===== src/core/rst_seq_pkg.sv =====
package rst_seq_pkg;

	// Reset-cause flag positions.
	localparam int BIT_POR = 0;
	localparam int BIT_BOR = 1;
	localparam int BIT_IDLE = 2;
	localparam int BIT_SLEEP = 3;
	localparam int BIT_WATCHDOG_TIMEOUT_FLAG = 4;
	localparam int BIT_WATCHDOG_SOFT_ENABLE = 5;
	localparam int BIT_SWR = 6;
	localparam int BIT_EXT_PIN_RESET_FLAG = 7;
	localparam int BIT_CM = 9;
	localparam int BIT_IOP = 14;
	localparam int BIT_TRAP = 15;
	localparam logic [15:0] FLAGS_MASK = 16'hC2FF;
	localparam logic [15:0] FLAGS_POR_VAL = 16'h0001;
	// Power-on keeps only the brown-out flag; the soft enable returns to its reset value.
	localparam logic [15:0] FLAGS_POR_KEEP = 16'h0002;
	localparam logic [15:0] FLAGS_BOR_KEEP = 16'h00A3;

	// Register offsets on the plain port.
	localparam logic [3:0] OFS_FLAGS = 4'h0;
	localparam logic [3:0] OFS_OSC = 4'h1;
	localparam logic [3:0] OFS_IRQ_STAT = 4'h2;
	localparam logic [3:0] OFS_IRQ_MASK = 4'h3;
	localparam logic [3:0] OFS_STATUS = 4'h4;

	// Interrupt status bits.
	localparam int IRQ_RELEASE = 0;
	localparam int IRQ_CLK_VALID = 1;
	localparam int IRQ_OSC_FAIL = 2;
	localparam int IRQ_BITS = 3;

	localparam logic [2:0] FRC_SEL = 3'h0;

	// Times and cycle counts at 20 MHz.
	localparam int CLK_MHZ = 20;
	localparam int T_POR_US = 10;
	localparam int T_STARTUP_US = 20;
	localparam int T_POWER_UP_TIMER_MS = 64;
	localparam int T_RST_US = 20;
	localparam int T_LOCK_US = 20;
	localparam int T_CLOCK_FAIL_MONITOR_US = 500;
	localparam int OST_PERIODS = 1024;
	localparam int CYC_POR = T_POR_US * CLK_MHZ;
	localparam int CYC_STARTUP = T_STARTUP_US * CLK_MHZ;
	localparam int CYC_POWER_UP_TIMER = T_POWER_UP_TIMER_MS * 1000 * CLK_MHZ;
	localparam int CYC_RST = T_RST_US * CLK_MHZ;
	localparam int CYC_LOCK = T_LOCK_US * CLK_MHZ;
	localparam int CYC_CLOCK_FAIL_MONITOR = T_CLOCK_FAIL_MONITOR_US * CLK_MHZ;

	typedef enum logic [2:0] {RT_NONE, RT_POR, RT_BOR, RT_PIN, RT_WDT, RT_SW, RT_IOP, RT_TRAP}
		reset_kind_e;

	typedef struct packed {
		logic por;
		logic bor;
		logic pin;
		logic wdt;
		logic sw;
		logic iop;
		logic trap;
		logic cm;
		logic sleep;
		logic idle;
		logic wdt_clear;
	} events_s;

	typedef struct packed {
		logic [3:0] addr;
		logic [15:0] wdata;
		logic wr;
		logic rd;
	} bus_req_s;

endpackage : rst_seq_pkg


===== src/core/reset_cause_and_release_sequencer.sv =====
`timescale 1ns/1ps
// How it works
// - Brown-out reset sets flag bit 1; no other hardware clears it.
// - Power-on reset sets flag bit 0; no other hardware clears it.
// - Software may set or clear every flag without causing a reset.
// - Fuse enable at one keeps the watchdog running regardless of software enable.
// - Cause flags set by their events, cleared by power-on or brown-out; pin flag by power-on.
// - Watchdog timeout flag cleared by power-save, watchdog clear, power-on, brown-out.
// - With switching, power-on and brown-out load initial select; others keep current.
// - Without switching, reset always loads the configured oscillator select.
// - Release waits power-on, start-up and internal reset times as applicable.
// - Power-on delay of 10 us applies only to power-on reset.
// - Start-up 20 us with regulator, 64 ms timer without; the 20 us also on wake.
// - Every reset includes 20 us internal time; simple resets use only it.
// - Crystal sources wait 1024 oscillator periods on a 10-bit counter.
// - PLL sources additionally wait 20 us lock time.
// - Oscillator waits run alongside the release delays.
// - Code may not run until a valid clock is released.
// - Monitor finding no valid clock switches to fast RC and traps.
// - Crystal or PLL sources start the monitor after a 500 us delay.
// - Only the flag, oscillator and status registers depend on reset type.
module reset_cause_and_release_sequencer #(
	parameter int POWER_UP_TIMER_CYCLES = rst_seq_pkg::CYC_POWER_UP_TIMER
)
(
	input wire logic core_clk,
	input wire logic sys_rst,
	input wire logic [3:0] reg_addr,
	input wire logic [15:0] reg_wdata,
	input wire logic reg_wr,
	input wire logic reg_rd,
	output logic [15:0] reg_rdata,
	input rst_seq_pkg::events_s ev,
	input wire logic wake,
	input wire logic clock_switch_en,
	input wire logic regulator_en,
	input wire logic watchdog_fuse_enable,
	input wire logic monitor_en,
	input wire logic [2:0] initial_osc_select,
	input wire logic osc_is_crystal,
	input wire logic osc_is_pll,
	input wire logic osc_tick,
	input wire logic osc_running,
	output logic system_reset_signal,
	output logic cpu_run,
	output logic watchdog_run,
	output logic [2:0] current_osc_select,
	output logic osc_fail_trap,
	output logic irq
);
	rst_seq_pkg::reset_kind_e kind_q;
	typedef enum {ST_IDLE, ST_DELAY, ST_MONWAIT, ST_RUN} seq_e;
	seq_e st_q;
	logic [15:0] flags_q;
	logic [2:0] current_osc_select_q;
	logic [9:0] ost_q;
	logic ost_done_q, lock_done_q, clk_valid_q, system_reset_signal_q, trap_q, run_q, wdt_q;
	logic [rst_seq_pkg::IRQ_BITS-1:0] ista_q, imask_q, iev;
	logic [15:0] rdata_q;
	logic irq_q, load_rel, load_lock, rel_done, lock_done, mon_done;
	logic any_rst;
	logic [23:0] rel_cnt;

	assign any_rst = ev.por | ev.bor | ev.pin | ev.wdt | ev.sw | ev.iop | ev.trap;

	function automatic logic [23:0] cyc(input int n);
		cyc = n[23:0];
	endfunction : cyc

	// Release delay per reset kind.
	always_comb
	begin
		rel_cnt = cyc(rst_seq_pkg::CYC_RST);
		if (ev.por)
			rel_cnt = cyc(rst_seq_pkg::CYC_POR + rst_seq_pkg::CYC_RST
				+ (regulator_en ? rst_seq_pkg::CYC_STARTUP : POWER_UP_TIMER_CYCLES));
		else if (ev.bor)
			rel_cnt = cyc(rst_seq_pkg::CYC_RST
				+ (regulator_en ? rst_seq_pkg::CYC_STARTUP : POWER_UP_TIMER_CYCLES));
		else if (wake && regulator_en)
			rel_cnt = cyc(rst_seq_pkg::CYC_STARTUP);
	end

	// With the regulator off a wake has no start-up delay, so it does not hold reset.
	assign load_rel = any_rst | (wake && regulator_en && st_q == ST_RUN);
	assign load_lock = (ev.por | ev.bor) & osc_is_pll;

	rst_delay_counter u_rel (.clk(core_clk), .rst(sys_rst), .load(load_rel),
		.count(rel_cnt), .done(rel_done));
	rst_delay_counter u_lock (.clk(core_clk), .rst(sys_rst), .load(load_lock),
		.count(cyc(rst_seq_pkg::CYC_LOCK)), .done(lock_done));
	// The longer monitor delay is used, which gives slow crystals more time to settle.
	rst_delay_counter u_mon (.clk(core_clk), .rst(sys_rst),
		.load(st_q == ST_DELAY && rel_done), .count(cyc(rst_seq_pkg::CYC_CLOCK_FAIL_MONITOR)),
		.done(mon_done));

	// Reset-cause flags; hardware set wins over a software write.
	always_ff @(posedge core_clk or posedge sys_rst)
	begin
		if (sys_rst)
			flags_q <= rst_seq_pkg::FLAGS_POR_VAL;
		else
		begin
			logic [15:0] f;
			f = flags_q;
			if (reg_wr && reg_addr == rst_seq_pkg::OFS_FLAGS)
				f = reg_wdata & rst_seq_pkg::FLAGS_MASK;
			if (ev.por)
				f = f & rst_seq_pkg::FLAGS_POR_KEEP;
			else if (ev.bor)
				f = f & rst_seq_pkg::FLAGS_BOR_KEEP;
			if (ev.wdt_clear || ev.sleep || ev.idle)
				f[rst_seq_pkg::BIT_WATCHDOG_TIMEOUT_FLAG] = 1'b0;
			f[rst_seq_pkg::BIT_POR] = f[rst_seq_pkg::BIT_POR] | ev.por;
			f[rst_seq_pkg::BIT_BOR] = f[rst_seq_pkg::BIT_BOR] | ev.bor;
			f[rst_seq_pkg::BIT_EXT_PIN_RESET_FLAG] = f[rst_seq_pkg::BIT_EXT_PIN_RESET_FLAG] | ev.pin;
			f[rst_seq_pkg::BIT_SWR] = f[rst_seq_pkg::BIT_SWR] | ev.sw;
			f[rst_seq_pkg::BIT_WATCHDOG_TIMEOUT_FLAG] = f[rst_seq_pkg::BIT_WATCHDOG_TIMEOUT_FLAG] | ev.wdt;
			f[rst_seq_pkg::BIT_SLEEP] = f[rst_seq_pkg::BIT_SLEEP] | ev.sleep;
			f[rst_seq_pkg::BIT_IDLE] = f[rst_seq_pkg::BIT_IDLE] | ev.idle;
			f[rst_seq_pkg::BIT_CM] = f[rst_seq_pkg::BIT_CM] | ev.cm;
			f[rst_seq_pkg::BIT_IOP] = f[rst_seq_pkg::BIT_IOP] | ev.iop;
			f[rst_seq_pkg::BIT_TRAP] = f[rst_seq_pkg::BIT_TRAP] | ev.trap;
			flags_q <= f;
		end
	end

	// Oscillator select chosen by reset kind; other registers apart from flags and status are plain.
	always_ff @(posedge core_clk or posedge sys_rst)
	begin
		if (sys_rst)
			current_osc_select_q <= rst_seq_pkg::FRC_SEL;
		else if ((ev.por || ev.bor) || (any_rst && !clock_switch_en))
			current_osc_select_q <= initial_osc_select;
		else if (!any_rst && trap_q == 1'b0 && st_q == ST_MONWAIT && mon_done && monitor_en
			&& !clk_valid_q)
			current_osc_select_q <= rst_seq_pkg::FRC_SEL;
	end

	always_ff @(posedge core_clk or posedge sys_rst)
	begin
		if (sys_rst)
			kind_q <= rst_seq_pkg::RT_NONE;
		else if (ev.por)
			kind_q <= rst_seq_pkg::RT_POR;
		else if (ev.bor)
			kind_q <= rst_seq_pkg::RT_BOR;
		else if (any_rst)
			kind_q <= rst_seq_pkg::RT_PIN;
	end

	// Oscillator start-up on a 10-bit counter, in parallel with release.
	always_ff @(posedge core_clk or posedge sys_rst)
	begin
		if (sys_rst)
		begin
			ost_q <= 10'h3FF;
			ost_done_q <= 1'b0;
		end
		else if (ev.por || ev.bor)
		begin
			ost_q <= 10'h3FF;
			ost_done_q <= !osc_is_crystal;
		end
		// A dead crystal never finishes here; the monitor is what catches that case.
		else if (!ost_done_q && osc_tick && osc_running)
		begin
			ost_q <= ost_q - 10'h001;
			if (ost_q == 10'h000)
				ost_done_q <= 1'b1;
		end
	end

	always_ff @(posedge core_clk or posedge sys_rst)
	begin
		if (sys_rst)
			lock_done_q <= 1'b0;
		else if (ev.por || ev.bor)
			lock_done_q <= !osc_is_pll;
		else if (lock_done)
			lock_done_q <= 1'b1;
	end

	always_ff @(posedge core_clk or posedge sys_rst)
	begin
		if (sys_rst)
			clk_valid_q <= 1'b0;
		else
			clk_valid_q <= ost_done_q && lock_done_q && !(ev.por || ev.bor);
	end

	// Release sequence.
	always_ff @(posedge core_clk or posedge sys_rst)
	begin
		if (sys_rst)
			st_q <= ST_IDLE;
		else if (load_rel)
			st_q <= ST_DELAY;
		else
			case (st_q)
				ST_IDLE: st_q <= ST_IDLE;
				ST_DELAY:
					if (rel_done)
						st_q <= (osc_is_crystal || osc_is_pll) ? ST_MONWAIT : ST_RUN;
				ST_MONWAIT:
					if (mon_done)
						st_q <= ST_RUN;
				ST_RUN: st_q <= ST_RUN;
				default: st_q <= ST_IDLE;
			endcase
	end

	always_ff @(posedge core_clk or posedge sys_rst)
	begin
		if (sys_rst)
		begin
			system_reset_signal_q <= 1'b1;
			run_q <= 1'b0;
			trap_q <= 1'b0;
		end
		else
		begin
			system_reset_signal_q <= load_rel || st_q == ST_IDLE || (st_q == ST_DELAY && !rel_done);
			run_q <= !load_rel && st_q != ST_IDLE && !(st_q == ST_DELAY && !rel_done)
				&& (clk_valid_q || trap_q);
			if (any_rst)
				trap_q <= 1'b0;
			else if (st_q == ST_MONWAIT && mon_done && monitor_en && !clk_valid_q)
				trap_q <= 1'b1;
		end
	end

	always_ff @(posedge core_clk or posedge sys_rst)
	begin
		if (sys_rst)
			wdt_q <= 1'b0;
		else
			wdt_q <= watchdog_fuse_enable || flags_q[rst_seq_pkg::BIT_WATCHDOG_SOFT_ENABLE];
	end

	// Interrupt status: sticky, write one to clear, set wins.
	assign iev = {st_q == ST_MONWAIT && mon_done && monitor_en && !clk_valid_q && !trap_q,
		clk_valid_q == 1'b0 && ost_done_q && lock_done_q,
		st_q == ST_DELAY && rel_done};

	always_ff @(posedge core_clk or posedge sys_rst)
	begin
		if (sys_rst)
		begin
			ista_q <= 3'h0;
			imask_q <= 3'h0;
		end
		else
		begin
			if (reg_wr && reg_addr == rst_seq_pkg::OFS_IRQ_STAT)
				ista_q <= (ista_q & ~reg_wdata[2:0]) | iev;
			else
				ista_q <= ista_q | iev;
			if (reg_wr && reg_addr == rst_seq_pkg::OFS_IRQ_MASK)
				imask_q <= reg_wdata[2:0];
		end
	end

	always_ff @(posedge core_clk or posedge sys_rst)
	begin
		if (sys_rst)
			irq_q <= 1'b0;
		else
			irq_q <= |(ista_q & imask_q);
	end

	always_ff @(posedge core_clk or posedge sys_rst)
	begin
		if (sys_rst)
			rdata_q <= 16'h0000;
		else if (reg_rd)
			case (reg_addr)
				rst_seq_pkg::OFS_FLAGS: rdata_q <= flags_q;
				rst_seq_pkg::OFS_OSC: rdata_q <= {13'h0, current_osc_select_q};
				rst_seq_pkg::OFS_IRQ_STAT: rdata_q <= {13'h0, ista_q};
				rst_seq_pkg::OFS_IRQ_MASK: rdata_q <= {13'h0, imask_q};
				// Power-on and brown-out show their own kind and every other reset shows RT_PIN, so software can tell which delays applied.
				rst_seq_pkg::OFS_STATUS:
					rdata_q <= {9'h000, kind_q, trap_q, clk_valid_q, run_q, system_reset_signal_q};
				default: rdata_q <= 16'h0000;
			endcase
		else
			rdata_q <= 16'h0000;
	end

	assign reg_rdata = rdata_q;
	assign system_reset_signal = system_reset_signal_q;
	assign cpu_run = run_q;
	assign watchdog_run = wdt_q;
	assign current_osc_select = current_osc_select_q;
	assign osc_fail_trap = trap_q;
	assign irq = irq_q;

	// Some flag checks leave out same-cycle software writes, which may legally clear a flag that brown-out keeps.
	logic flag_wr;
	assign flag_wr = reg_wr && reg_addr == rst_seq_pkg::OFS_FLAGS;

	chk_por_flag_set: assert property (@(posedge core_clk) disable iff (sys_rst)
		ev.por |=> flags_q[rst_seq_pkg::BIT_POR])
		else $error("power-on flag not set");
	chk_bor_flag_set: assert property (@(posedge core_clk) disable iff (sys_rst)
		ev.bor |=> flags_q[rst_seq_pkg::BIT_BOR])
		else $error("brown-out flag not set");
	chk_pin_flag_kept: assert property (@(posedge core_clk) disable iff (sys_rst)
		ev.bor && flags_q[rst_seq_pkg::BIT_EXT_PIN_RESET_FLAG] && !flag_wr |=> flags_q[rst_seq_pkg::BIT_EXT_PIN_RESET_FLAG])
		else $error("pin flag lost on brown-out");
	chk_watchdog_timeout_flag_clear: assert property (@(posedge core_clk) disable iff (sys_rst)
		ev.wdt_clear && !ev.wdt && !flag_wr |=> !flags_q[rst_seq_pkg::BIT_WATCHDOG_TIMEOUT_FLAG])
		else $error("timeout flag not cleared");
	chk_sw_write_safe: assert property (@(posedge core_clk) disable iff (sys_rst)
		reg_wr && !any_rst && !wake && st_q == ST_RUN |=> !system_reset_signal_q)
		else $error("write caused reset");
	chk_wdt_fuse_run: assert property (@(posedge core_clk) disable iff (sys_rst)
		watchdog_fuse_enable |=> wdt_q)
		else $error("watchdog not running");
	chk_osc_por_sel: assert property (@(posedge core_clk) disable iff (sys_rst)
		ev.por && !osc_is_pll |=> current_osc_select_q == $past(initial_osc_select))
		else $error("osc select wrong");
	chk_run_needs_clk: assert property (@(posedge core_clk) disable iff (sys_rst)
		run_q |-> $past(clk_valid_q) || $past(trap_q))
		else $error("ran without clock");
	chk_rst_min_time: assert property (@(posedge core_clk) disable iff (sys_rst)
		ev.pin && !ev.por && !ev.bor |=> system_reset_signal_q [*8])
		else $error("release too early");
	chk_trap_frc: assert property (@(posedge core_clk) disable iff (sys_rst)
		$rose(trap_q) |-> current_osc_select_q == rst_seq_pkg::FRC_SEL)
		else $error("trap without rc");
	chk_por_hold: assert property (@(posedge core_clk) disable iff (sys_rst)
		ev.por |=> system_reset_signal_q [*8])
		else $error("power-on release too early");
	chk_bor_keeps_por: assert property (@(posedge core_clk) disable iff (sys_rst)
		ev.bor && flags_q[rst_seq_pkg::BIT_POR] && !flag_wr |=> flags_q[rst_seq_pkg::BIT_POR])
		else $error("power-on flag lost");
	chk_por_clears: assert property (@(posedge core_clk) disable iff (sys_rst)
		ev == rst_seq_pkg::events_s'(11'h400) && !flag_wr |=> (flags_q & 16'hFFFC) == 16'h0000)
		else $error("cause flags kept on power-on");
	chk_pll_lock_wait: assert property (@(posedge core_clk) disable iff (sys_rst)
		ev.por && osc_is_pll |=> !clk_valid_q [*8])
		else $error("clock valid before lock");
	chk_wake_delay: assert property (@(posedge core_clk) disable iff (sys_rst)
		wake && regulator_en && st_q == ST_RUN |=> system_reset_signal_q [*8])
		else $error("wake without start-up delay");
	chk_trap_after_rel: assert property (@(posedge core_clk) disable iff (sys_rst)
		$rose(trap_q) |-> !system_reset_signal_q)
		else $error("monitor ran during reset");
	chk_irq_level: assert property (@(posedge core_clk) disable iff (sys_rst)
		|(ista_q & imask_q) |=> irq_q)
		else $error("interrupt not raised");

	cov_por_run: cover property (@(posedge core_clk) disable iff (sys_rst) $rose(run_q));
	cov_trap: cover property (@(posedge core_clk) disable iff (sys_rst) $rose(trap_q));
	cov_irq: cover property (@(posedge core_clk) disable iff (sys_rst) $rose(irq_q));
	cov_pll_start: cover property (@(posedge core_clk) disable iff (sys_rst) ev.por && osc_is_pll);
	cov_wake_start: cover property (@(posedge core_clk) disable iff (sys_rst)
		wake && regulator_en && st_q == ST_RUN);
endmodule : reset_cause_and_release_sequencer


===== src/core/rst_delay_counter.sv =====
`timescale 1ns/1ps
// Loadable down-counter; done is high while idle at zero after a load.
module rst_delay_counter
(
	input wire logic clk,
	input wire logic rst,
	input wire logic load,
	input wire logic [23:0] count,
	output logic done
);
	logic [23:0] cnt_q;
	logic run_q;

	always_ff @(posedge clk or posedge rst)
	begin
		if (rst)
		begin
			cnt_q <= 24'h00_0000;
			run_q <= 1'b0;
		end
		else if (load)
		begin
			cnt_q <= count;
			run_q <= 1'b1;
		end
		else if (cnt_q != 24'h00_0000)
			cnt_q <= cnt_q - 24'h00_0001;
	end

	assign done = run_q && (cnt_q == 24'h00_0000) && !load;
endmodule : rst_delay_counter


===== config.mk =====
export PLATFORM = sky130hd
export DESIGN_NAME = reset_cause_and_release_sequencer
export DESIGN_NICKNAME = d
export VERILOG_FILES = /design/src/core/rst_seq_pkg.sv /design/src/core/reset_cause_and_release_sequencer.sv /design/src/core/rst_delay_counter.sv
export SDC_FILE = /design/constraint.sdc
export NUM_CORES = 1
export LEC_CHECK = 0
export BUFFER_PORTS_ARGS = -buffer_cell sky130_fd_sc_hd__buf_2
export CORE_UTILIZATION = 30
export CTS_CLUSTER_DIAMETER = 150
export DETAILED_ROUTE_END_ITERATION = 8
export PLACE_DENSITY = 0.5
export SYNTH_ARGS = -nofsm -noshare
export SYNTH_HDL_FRONTEND = slang
export SYNTH_SLANG_ARGS = --single-unit

===== constraint.sdc =====
create_clock -name core_clk -period 5.39 [get_ports core_clk]
set_clock_uncertainty 0.2 [all_clocks]
set_input_delay 1.078 -clock core_clk [delete_from_list [all_inputs] [get_ports core_clk]]
set_output_delay 1.078 -clock core_clk [all_outputs]
set_load 0.02 [all_outputs]

==> After elaboration in Yosys (flattened, before gate mapping) <==
Cells that the tools add are included.
{ "word_totals": {"register_bits": 169, "output_inout_bits": 24, "word_cells": 178} }
{ "op_classes": {"add_sub_neg": 6, "eq_ne": 12, "n_mux": 35, "n_bitwise": 25, "reduce_logical": 77} }
{ "op_table": {"columns": ["operator", "n"], "rows": [
  ["$mux W24", 7],
  ["$eq A32 B2 Y1 const B", 3],
  ["$mux W32", 3],
  ["$pmux W32 S3", 1],
  ["$pmux W16 S5", 1],
  ["$logic_not A24 Y1", 3],
  ["$reduce_bool A24 Y1", 3],
  ["$sub A24 B1 Y24 const B", 3],
  ["$eq A32 B3 Y1 const B", 2],
  ["$mux W16", 4],
  ["$eq A32 B1 Y1 const B", 1],
  ["$logic_and A1 B1 Y1", 32],
  ["$logic_not A32 Y1", 1],
  ["$reduce_bool A32 Y1", 1],
  ["$add A11 B24 Y24 const A", 1],
  ["$add A9 B21 Y22 const A", 1],
  ["$mux W22", 1],
  ["$mux W21", 1],
  ["$mux W10", 2],
  ["$mux W3", 6],
  ["$or A1 B1 Y1", 17],
  ["$reduce_bool A2 Y1", 8],
  ["$logic_not A1 Y1", 13],
  ["$logic_not A10 Y1", 1],
  ["other kinds (16)", 39]
]} }

==> Depth between registers and ports, before layout <==
Gate-level depths: netlist (run 1).
{ "depth": {"word_depth": 18, "mapped_depth": 8} }

==> By module <==
A second synthesis (run 1) with hierarchy kept.
{ "unflattened": {"cells_unflattened": 698, "area_unflattened_um2": 7164.4} }
{ "by_module_without_submodules": {"columns": ["module", "n_inst", "cells_per_inst", "area_per_inst_um2"], "rows": [
  ["rst_delay_counter at u_lock ...", 2, 154, 1546.5],
  ["reset_cause_and_release_sequencer", 1, 231, 2577.5],
  ["rst_delay_counter at u_rel", 1, 159, 1493.9]
]} }

==> Worst setup path after synthesis (run 1) <==
OpenSTA, ideal clock, no wires.
{ "synth_timing": {"kind": "input to register", "start": "in ev[9] (netlist bit)", "end": "reg u_mon.cnt_q[9]", "setup_ps": 64, "arrival_ps": 2562, "required_time_ps": 5126, "path_slack_ps": 2564, "cell_stages": 6, "path_cell_list": "nor4_1 > nand3_1 > or4_1 > clkbuf_1 > o21ai_0 > a21o_1"} }
{ "synth_between": {"elab_chain_len": 11, "elab_cells_between_ends": 12, "classes_between": "mux (1); bitwise (7); reduce/logical (4)"} }
{ "synth_lines": {"columns": ["item", "line", "source"], "rows": [
  ["start: declaration", "reset_cause_and_release_sequencer.sv:33", "input rst_seq_pkg::events_s ev,"],
  ["$or A1 B1 Y1 (*) (6 in series)", "reset_cause_and_release_sequencer.sv:64", "assign any_rst = ev.por | ev.bor | ev.pin | ev.wdt | ev.sw | ev.iop | ev.trap;"],
  ["$or A1 B1 Y1 (*)", "reset_cause_and_release_sequencer.sv:85", "assign load_rel = any_rst | (wake && regulator_en && st_q == ST_RUN);"],
  ["$logic_not A1 Y1 (*)", "rst_delay_counter.sv:30", "assign done = run_q && (cnt_q == 24'h00_0000) && !load;"],
  ["$logic_and A1 B1 Y1 (*)", "rst_delay_counter.sv:30", null],
  ["$logic_and A1 B1 Y1 (*)", "reset_cause_and_release_sequencer.sv:94", ".load(st_q == ST_DELAY && rel_done), .count(cyc(rst_seq_pkg::CYC_CLOCK_FAIL_MONITOR)),"],
  ["$mux W24 / $reduce_bool A2 Y1 (equally long branches)", null, null],
  ["end signal: assignment", "rst_delay_counter.sv:23", "cnt_q <= count;"],
  ["end signal: assignment", "rst_delay_counter.sv:27", "cnt_q <= cnt_q - 24'h00_0001;"],
  ["end: declaration", "rst_delay_counter.sv:11", "logic [23:0] cnt_q;"]
]} }
Mark *: on every way between the ends. The rest lies on a longest branch, timed or not.
A chain may end at the register's enable or synchronous reset.

==> Final worst setup path (run 1) <==
{ "layout_timing": {"start": "reg u_rel.cnt_q[7]", "end": "reg u_mon.cnt_q[5]"} }
{ "layout_between": {"elab_chain_len": 5, "elab_cells_between_ends": 6, "classes_between": "mux (1); reduce/logical (5)"} }
{ "layout_lines": {"columns": ["item", "line"], "rows": [
  ["start: declaration", "rst_delay_counter.sv:11"],
  ["start signal: assignment", "rst_delay_counter.sv:23"],
  ["start signal: assignment", "rst_delay_counter.sv:27"],
  ["$logic_not A24 Y1 (*)", "rst_delay_counter.sv:30"],
  ["$logic_and A1 B1 Y1 (*) (2 in series)", "rst_delay_counter.sv:30"],
  ["$logic_and A1 B1 Y1 (*)", "reset_cause_and_release_sequencer.sv:94"],
  ["$mux W24 / $reduce_bool A2 Y1 (equally long branches)", null]
]} }
Marked as above.

==> reports/qor.csv, run 1 <==
stage;metric;value;unit
power;p_int;1.876;mW
route;wl_per_cell;15.43;um
route;ant_nets;0;
power;p_comb_share;8.1;%
yosys;synth_ff_type;dfrtp_1;
power;cellLeakagePower;3.151;nW
clock_tree;worstSkewPairLatency;0.43;ns
die;dieWidth;148.6;um
layout;multi_input_area;0.002988;sq mm
timing;fin_crit;3.338;ns
layout;nets;762;
worst_setup_path;path_cells;or4_1 > or3_1 > nand3b_4 > nor4b_4 > o21ba_2;
route;vias;5122;
yosys;synth.area.top_cells;dfrtp_1 45%, dfstp_2 4.9%, nor2_1 4.7%, xor2_1 3.3%, mux2i_1 3.0%;
route;met3WireLength;628;um
yosys;avgSynthCellArea;9.917;sq um
die;rows;53;
yosys;synth_top_family_by_area;simple AND/OR/NAND/NOR gates;
worst_setup_path;r2r_slack;2.05;ns
route;topRoutingLayerUsed;met4;
yosys;synthCells;650;
worst_setup_path;cp_slowest_cell;nor4b_4;
power;p_seq_share;42.5;%
route;dr.pass1.iters;5;
yosys;ys_types;64;
grt;grt_pass1_vias;5172;
worst_setup_path;r2r_start;u_rel.cnt_q[7]$_DFFE_PP0P_;
placed_design;gp_congestion;0.8091;
clock_tree;cts_inserted_buffers;17;
worst_setup_path;r2r-end;u_mon.cnt_q[5]$_DFFE_PP0P_;
timing;finalMaxSlewViolations;0;
clock_tree;cts_tree;done;
run_status;run_status;finished clean;
timing;worst_slew_pin_slew;1.189;ns
die;initial_utilization;30.66;%
clock_tree;cts-resized-gates;0;
timing;setup_violations;0;
route;post-route-drc-count;0;
layout;n_fill_cell;2100;
timing;rsz0062_at_grt;no;
timing;final_hold_viol_count;0;
placed_design;portBuffers;65;
route;met2_length;7132;um
power;p_clk_share;49.4;%
grt;grt_pass1_wl;25860;um
route;drtIter0Drc;310;
timing;setup_tns;0;ns
layout;antenna_cells;0;
die;die_y;148.6;um
yosys;yosys_warnings;0;
die;core-area;0.02102;sq mm
grt;grt_start_max_net_pins;78;
timing;slew_headroom;20.45;%
hold_path;hold_class;flop to flop;
yosys;synth_simple_gate_area_share;22.34;%
yosys;synth_fp_nets;703;
power;switching_power;0.6357;mW
clock_tree;cts_setup_buffers;0;
die;io_pins;71;
grt;grt.overflow.total;0;
layout;seq_area;0.003243;sq mm
clock_tree;htreeDepth;4;
worst_setup_path;reg2regPathDepth;5;
route;viasPerCell;5.137;
yosys;synthXorXnorAreaFrac;6.114;%
hold_path;min_to;u_lock.run_q$_DFFE_PP0P_;
hold_path;min_path_cells;1;
hold_path;min_from;u_lock.run_q$_DFFE_PP0P_;
power;powerDensity;328.8;mW/mm^2
clock_tree;cts.sink_count;129;
power;power;2.511;mW
yosys;muxShareOfSynthArea;3.125;%
timing;period_share;61.93;%
timing;clock.fmax;0.2996;GHz
yosys;async_flop_share;100.0;%
power;sw_frac_of_total;25.31;%
yosys;synthesis.area;0.006446;sq mm
worst_setup_path;cp-start-kind;flop;
worst_setup_path;arrival;3.44;ns
power;ir_drop;0.0002435;V
yosys;synth_top_area_share;45.42;%
yosys;yosysSeqAreaShare;50.31;%
yosys;post-synth-top-area-cell;dfrtp_1;
yosys;synth-compound-area-share;13.55;%
run;drv_cap;0;
yosys;synth_seq_cells;129;
grt;antenna_found_initial;0;
worst_setup_path;required;5.49;ns
worst_setup_path;critPathMaxFanout;19;
die;die_area;0.02208;sq mm
route;routed_wl;15390;um
yosys;synthAdderAreaFrac;1.165;%
clock_tree;postCtsHoldBufs;0;
placed_design;post-dp-hpwl;10720;um
clock_tree;clock_path_buffers;2;
layout;area_growth;18.50;%
worst_setup_path;max_stage_delay;0.85;ns
worst_setup_path;end_kind;flop;
clock_tree;clk_pin_slew;0.06;ns
clock_tree;root_buffer;clkbuf_16;
layout;drive_gt1_share;18.14;%
grt;grt_usage;14.78;%
worst_setup_path;worstSetupPathType;flop to flop;
route;wl_met1;7443;um
yosys;synth_edf_count;0;
==> kinds of logic after synthesis <==
| kind of cell | Yosys count |
|---|---|
| AO/OA/AOI/OAI | 135 |
| XOR/XNOR | 45 |
| adder cells (fa/ha/maj) | 6 |
| buffers and inverters | 49 |
| flip-flops | 129 |
| multiplexers | 20 |
| other | 1 |
| AND/OR/NAND/NOR | 265 |
==> worst max path at each step <==
stage | depth (start not counted) | end | slack, ns | startpoint
floorplan | 1 | clk_valid_q$_DFF_PP0_ | 0.69 | sys_rst
global placement | 5 | u_rel.cnt_q[11]$_DFFE_PP0P_ | 1.65 | ev[10]
finish | 5 | u_mon.cnt_q[5]$_DFFE_PP0P_ | 2.05 | u_rel.cnt_q[7]$_DFFE_PP0P_
CTS | 5 | u_mon.cnt_q[5]$_DFFE_PP0P_ | 2.01 | u_rel.cnt_q[7]$_DFFE_PP0P_
detailed placement | 5 | u_mon.cnt_q[5]$_DFFE_PP0P_ | 1.63 | ev[10]
global route | 7 | u_lock.cnt_q[1]$_DFFE_PP0P_ | 1.84 | u_lock.cnt_q[1]$_DFFE_PP0P_
==> synth_stat cells, types with 4 or more instances <==
cell type and number:
a211oi_1 8, nand3_1 16, o21bai_1 8, clkbuf_1 20, dfrtp_1 117, nor3b_1 4
or2_2 6, nor4_1 23, and3_1 5, nand4_1 11, inv_1 21, nand2_1 28
nor2_1 80, a21oi_1 31, o211ai_1 10, nor4b_1 4, dfstp_2 12, ha_1 6
buf_4 4, and2_1 8, mux2i_1 19, o21ai_0 37, o31ai_1 11, xnor2_1 21
xor2_1 24, or3_1 20, nor3_1 25, or4_1 12
==> per-layer routing <==
| layer | vias up | global-route usage (%) |
|---|---|---|
| met1 | 2512 | 19.52 |
| met3 | 16 | 3.436 |
| met5 | - | 0 |
| li1 | 2487 | - |
| met2 | 107 | 23.64 |
| met4 | 0 | 5.052 |
==> power groups by stage <==
stage          Combinational (mW)  Sequential, mW  Clock [mW]
3_3_place_gp                0.199            1.08           0
2_1_floorplan               0.141            1.08           0
5_1_grt                     0.234            1.08        1.31
6_report                    0.204            1.07        1.24
4_1_cts                     0.206            1.07        1.27
3_5_place_dp                0.205            1.08           0
==> cell type report <==
type                            instances  share of cell area [%]
Tap cell                              275                   4.505
Sequential cell                       129                   42.46
Multi-Input combinational cell        472                   39.12
Clock buffer                           17                   5.569
Inverter                               21                   1.065
Clock inverter                         15                   2.735
Timing Repair Buffer                   68                   4.554
==> placed cells by master, fill, tap and decap left out, drive strengths merged, types with 5 or more instances in the layout <==
cell and n:
or2 6, nor3 25, nor4b 5, ha 6
or3 20, o211ai 10, clkinv 6, buf 68
a211oi 8, inv 23, or4 12, and2 9
dfstp 12, nor4 24, o21ai 38, xnor2 21
mux2i 19, and3 5, o31ai 11, nor2 82
dfrtp 117, xor2 24, clkbuf 17, a21oi 31
nand2 28, nand4 11, nand3 16, o21bai 8
==> state kept, by name, summed over array words and instances (netlist names), 2 cells and up <==
name and count:
st_q 2, ista_q 3, current_osc_select 3, u_lock.cnt_q 24, u_mon.cnt_q 24, kind_q 2
u_rel.cnt_q 24, reg_rdata 12, flags_q 11, ost_q 10, imask_q 3
==> stage by stage <==
| step | hold WS (ns) | std cells | cell area, sq um | utilization [%] | worst slack (ns) |
|---|---|---|---|---|---|
| global route | 0.2924 | 997 | 7639 | 36.34 | 1.842 |
| finish | 0.2751 | 997 | 7639 | 36.34 | 2.052 |
| CTS | 0.2723 | 997 | 7639 | 36.34 | 2.008 |
| floorplan | 0.2356 | 650 | 6446 | - | 0.6909 |
| global placement | 0.2565 | 965 | 7004 | 33.32 | 1.653 |
| detailed placement | 0.2566 | 965 | 7004 | 33.32 | 1.629 |
==> worst max-delay path: cells and delay by family (launching register included) <==
family	cells	cell delay, ns
AND/OR/NAND/NOR	4	2.32
flip-flops	1	0.42
AO/OA/AOI/OAI	1	0.26
Note: power is estimated with default switching activity, not from simulation.
==> run 2: changes to the inputs <==
ABC_AREA = 1   (was not set)
clock period = 3.15 ns   (was 5.39 ns; I/O delays follow)
==> run 2 against run 1 <==
Hold slack got worse by 0.082 ns. Cell area increased by 12%. Synthesized area up 11%. Sequential cell count unchanged. Register-to-register slack got worse by 1.2 ns. Largest cell class is now multi-input combinational cells.
==> reports/qor.csv, run 2 <==
stage;metric;value;unit
yosys;synth_fp_nets;1015;
clock_tree;htreeDepth;4;
layout;fin_cells;1371;
clock_tree;cts_tree;done;
route;wl_per_cell;13.60;um
die;rows;56;
layout;n_fill_cell;2456;
grt;grt_usage;16.88;%
die;dieWidth;156.6;um
yosys;synthCells;962;
route;post-route-drc-count;0;
placed_design;place_inst;1339;
timing;setup_violations;0;
yosys;synthesis.area;0.007173;sq mm
route;routed_wl;18650;um
timing;period_share;72.61;%
yosys;synthTopCellsByCount;195 x nand2_1, 176 x nor2_1, 137 x inv_1;
die;io_pins;71;
yosys;synth.area.top_cells;dfrtp_1 41%, nand2_1 10%, nor2_1 9.2%, inv_1 7.2%, nand3_1 5.4%;
yosys;synth_top_area_share;40.82;%
die;initial_utilization;30.56;%
worst_setup_path;end_kind;flop;
power;powerDensity;537.7;mW/mm^2
yosys;yosysMostFrequentCell;nand2_1;
clock_tree;cts_setup_buffers;0;
timing;worst_slew_pin_slew;0.7019;ns
hold_path;hold_class;input port to flop;
timing;rsz0062_at_grt;no;
route;drtIter0Drc;355;
clock_tree;clk_pin_slew;0.06;ns
placed_design;portBuffers;65;
yosys;ys_types;47;
power;cellLeakagePower;4.376;nW
timing;setup_ws;0.8627;ns
worst_setup_path;critPathMaxFanout;10;
yosys;synth_ff_type;dfrtp_1;
clock_tree;postCtsHoldBufs;0;
placed_design;post-place-ws;0.7082;ns
route;viasPerCell;4.608;
route;dr.pass1.iters;6;
clock_tree;cts.sink_count;129;
worst_setup_path;required;3.27;ns
worst_setup_path;worstSetupPathType;flop to flop;
clock_tree;root_buffer;clkbuf_16;
timing;finalMaxSlewViolations;0;
yosys;avgSynthCellArea;7.456;sq um
layout;nets;1092;
die;die_y;156.6;um
yosys;async_flop_share;100.0;%
worst_setup_path;arrival;2.40;ns
grt;antenna_found_initial;0;
clock_tree;cts_inserted_buffers;17;
timing;final_hold_viol_count;0;
die;core-area;0.02347;sq mm
yosys;synth_edf_count;0;
die;die_area;0.02453;sq mm
yosys;synth_seq_cells;129;
yosys;yosysSeqAreaShare;45.21;%
layout;antenna_cells;0;
placed_design;gp_congestion;0.8446;
grt;grt.overflow.total;0;
layout;reg.largest.list;u_lock.cnt_q: 24 flops, u_mon.cnt_q: 24 flops, u_rel.cnt_q: 24 flops;
route;vias;6318;
grt;grt_pass1_vias;6446;
run_status;run_status;finished clean;
clock_tree;worstSkewPairLatency;0.42;ns
grt;grt_pass1_wl;32310;um
timing;clock.fmax;0.4372;GHz
layout;final_common_cell;nand2_1;
yosys;yosys_warnings;0;
timing;setup_tns;0;ns
timing;fin_crit;2.287;ns
placed_design;post-dp-hpwl;13570;um
clock_tree;clock_path_buffers;2;
worst_setup_path;cp-start-kind;flop;
route;ant_nets;0;
timing;slew_headroom;53.21;%
layout;final_cell_mix;195 x nand2_1, 176 x nor2_1, 136 x inv_1;
layout;area_growth;19.59;%
clock_tree;cts-resized-gates;0;
layout;drive_gt1_share;15.02;%
yosys;post-synth-top-area-cell;dfrtp_1;
run;drv_cap;0;
grt;grt_start_max_net_pins;130;
power;ir_drop;0.0003305;V
## run 2: cell count changes after synthesis, sizes merged, moves of 19 or more
| cell | before | now |
|---|---|---|
| nor2 | 82 | 193 |
| nand3 | 16 | 83 |
| or3 | 20 | 0 |
| nand2 | 28 | 196 |
| xnor2 | 21 | 1 |
| inv | 21 | 140 |
| nor4 | 24 | 2 |
| mux2i | 19 | 0 |
## run 2: layer usage
layer | global-route usage [%] | part of all wire (%)
met1 | 22.75 | 50
met2 | 27.00 | 45
met3 | 3.379 | 3.0
met4 | 5.462 | 1.3
met5 | 0 | 0
## run 2: critical path, cell delays in order, from the launching register on
cell and delay [ns]:
dfrtp_1 0.41, inv_1 0.18, ha_1 0.18, buf_4 0.16
nand2_1 0.16, nor2_1 0.17, nand3_2 0.17, nor2_4 0.29
buf_4 0.22, nor2_1 0.06
## run 2: area by class of cell
| type | count | area [sq um] | share of cell area [%] |
|---|---|---|---|
| repair buffers | 73 | 397.9 | 4.638 |
| inverters | 141 | 534.3 | 6.228 |
| flip-flops and latches | 129 | 3243 | 37.81 |
| clock inverters | 13 | 255.2 | 2.975 |
| multi-input cells | 677 | 3306 | 38.54 |
| clock buffers | 19 | 442.9 | 5.163 |
| well taps | 319 | 399.1 | 4.653 |
## run 2: kinds of logic after synthesis
family / synth area share [%]
flip-flops: 45.21
AND/OR/NAND/NOR: 34.05
other: 0.05228
adder cells (fa/ha/maj): 1.047
AO/OA/AOI/OAI: 8.861
XOR/XNOR: 2.076
buffers and inverters: 8.704
## run 2: worst paths after layout
| check | from | to | slack [ns] | cells past startpoint |
|---|---|---|---|---|
| worst max-delay path | u_lock.cnt_q[0]$_DFFE_PP0P_ | u_lock.cnt_q[11]$_DFFE_PP0P_ | 0.86 | 9 |
| worst min-delay path | watchdog_fuse_enable | watchdog_run$_DFF_PP0_ | 0.19 | 2 |
| worst max register to register | u_lock.cnt_q[0]$_DFFE_PP0P_ | u_lock.cnt_q[11]$_DFFE_PP0P_ | 0.86 | 9 |
| worst min register to register | clk_valid_q$_DFF_PP0_ | ista_q[1]$_DFF_PP0_ | 0.25 | 1 |
| max in group asynchronous | sys_rst | u_mon.cnt_q[21]$_DFFE_PP0P_ | 2.03 | 3 |
| min in group asynchronous | sys_rst | imask_q[1]$_DFFE_PP0P_ | 0.22 | 3 |
## run 2: power breakdown
group	total, mW	internal [mW]	switching, mW
registers	1.81	1.74	0.0688
logic	0.441	0.148	0.293
clock network	2.36	1.59	0.775
total	4.61	3.48	1.14
## run 2: through the flow
stage	hold WS, ns	cell area, sq um	util (%)	power, mW
2_1_floorplan	0.2220	7177	-	2.129
3_3_place_gp	0.2265	7880	33.57	2.277
3_5_place_dp	0.2326	7880	33.57	2.278
4_1_cts	0.1766	8578	36.55	4.672
5_1_grt	0.1810	8578	36.55	4.808
6_report	0.1927	8578	36.55	4.613
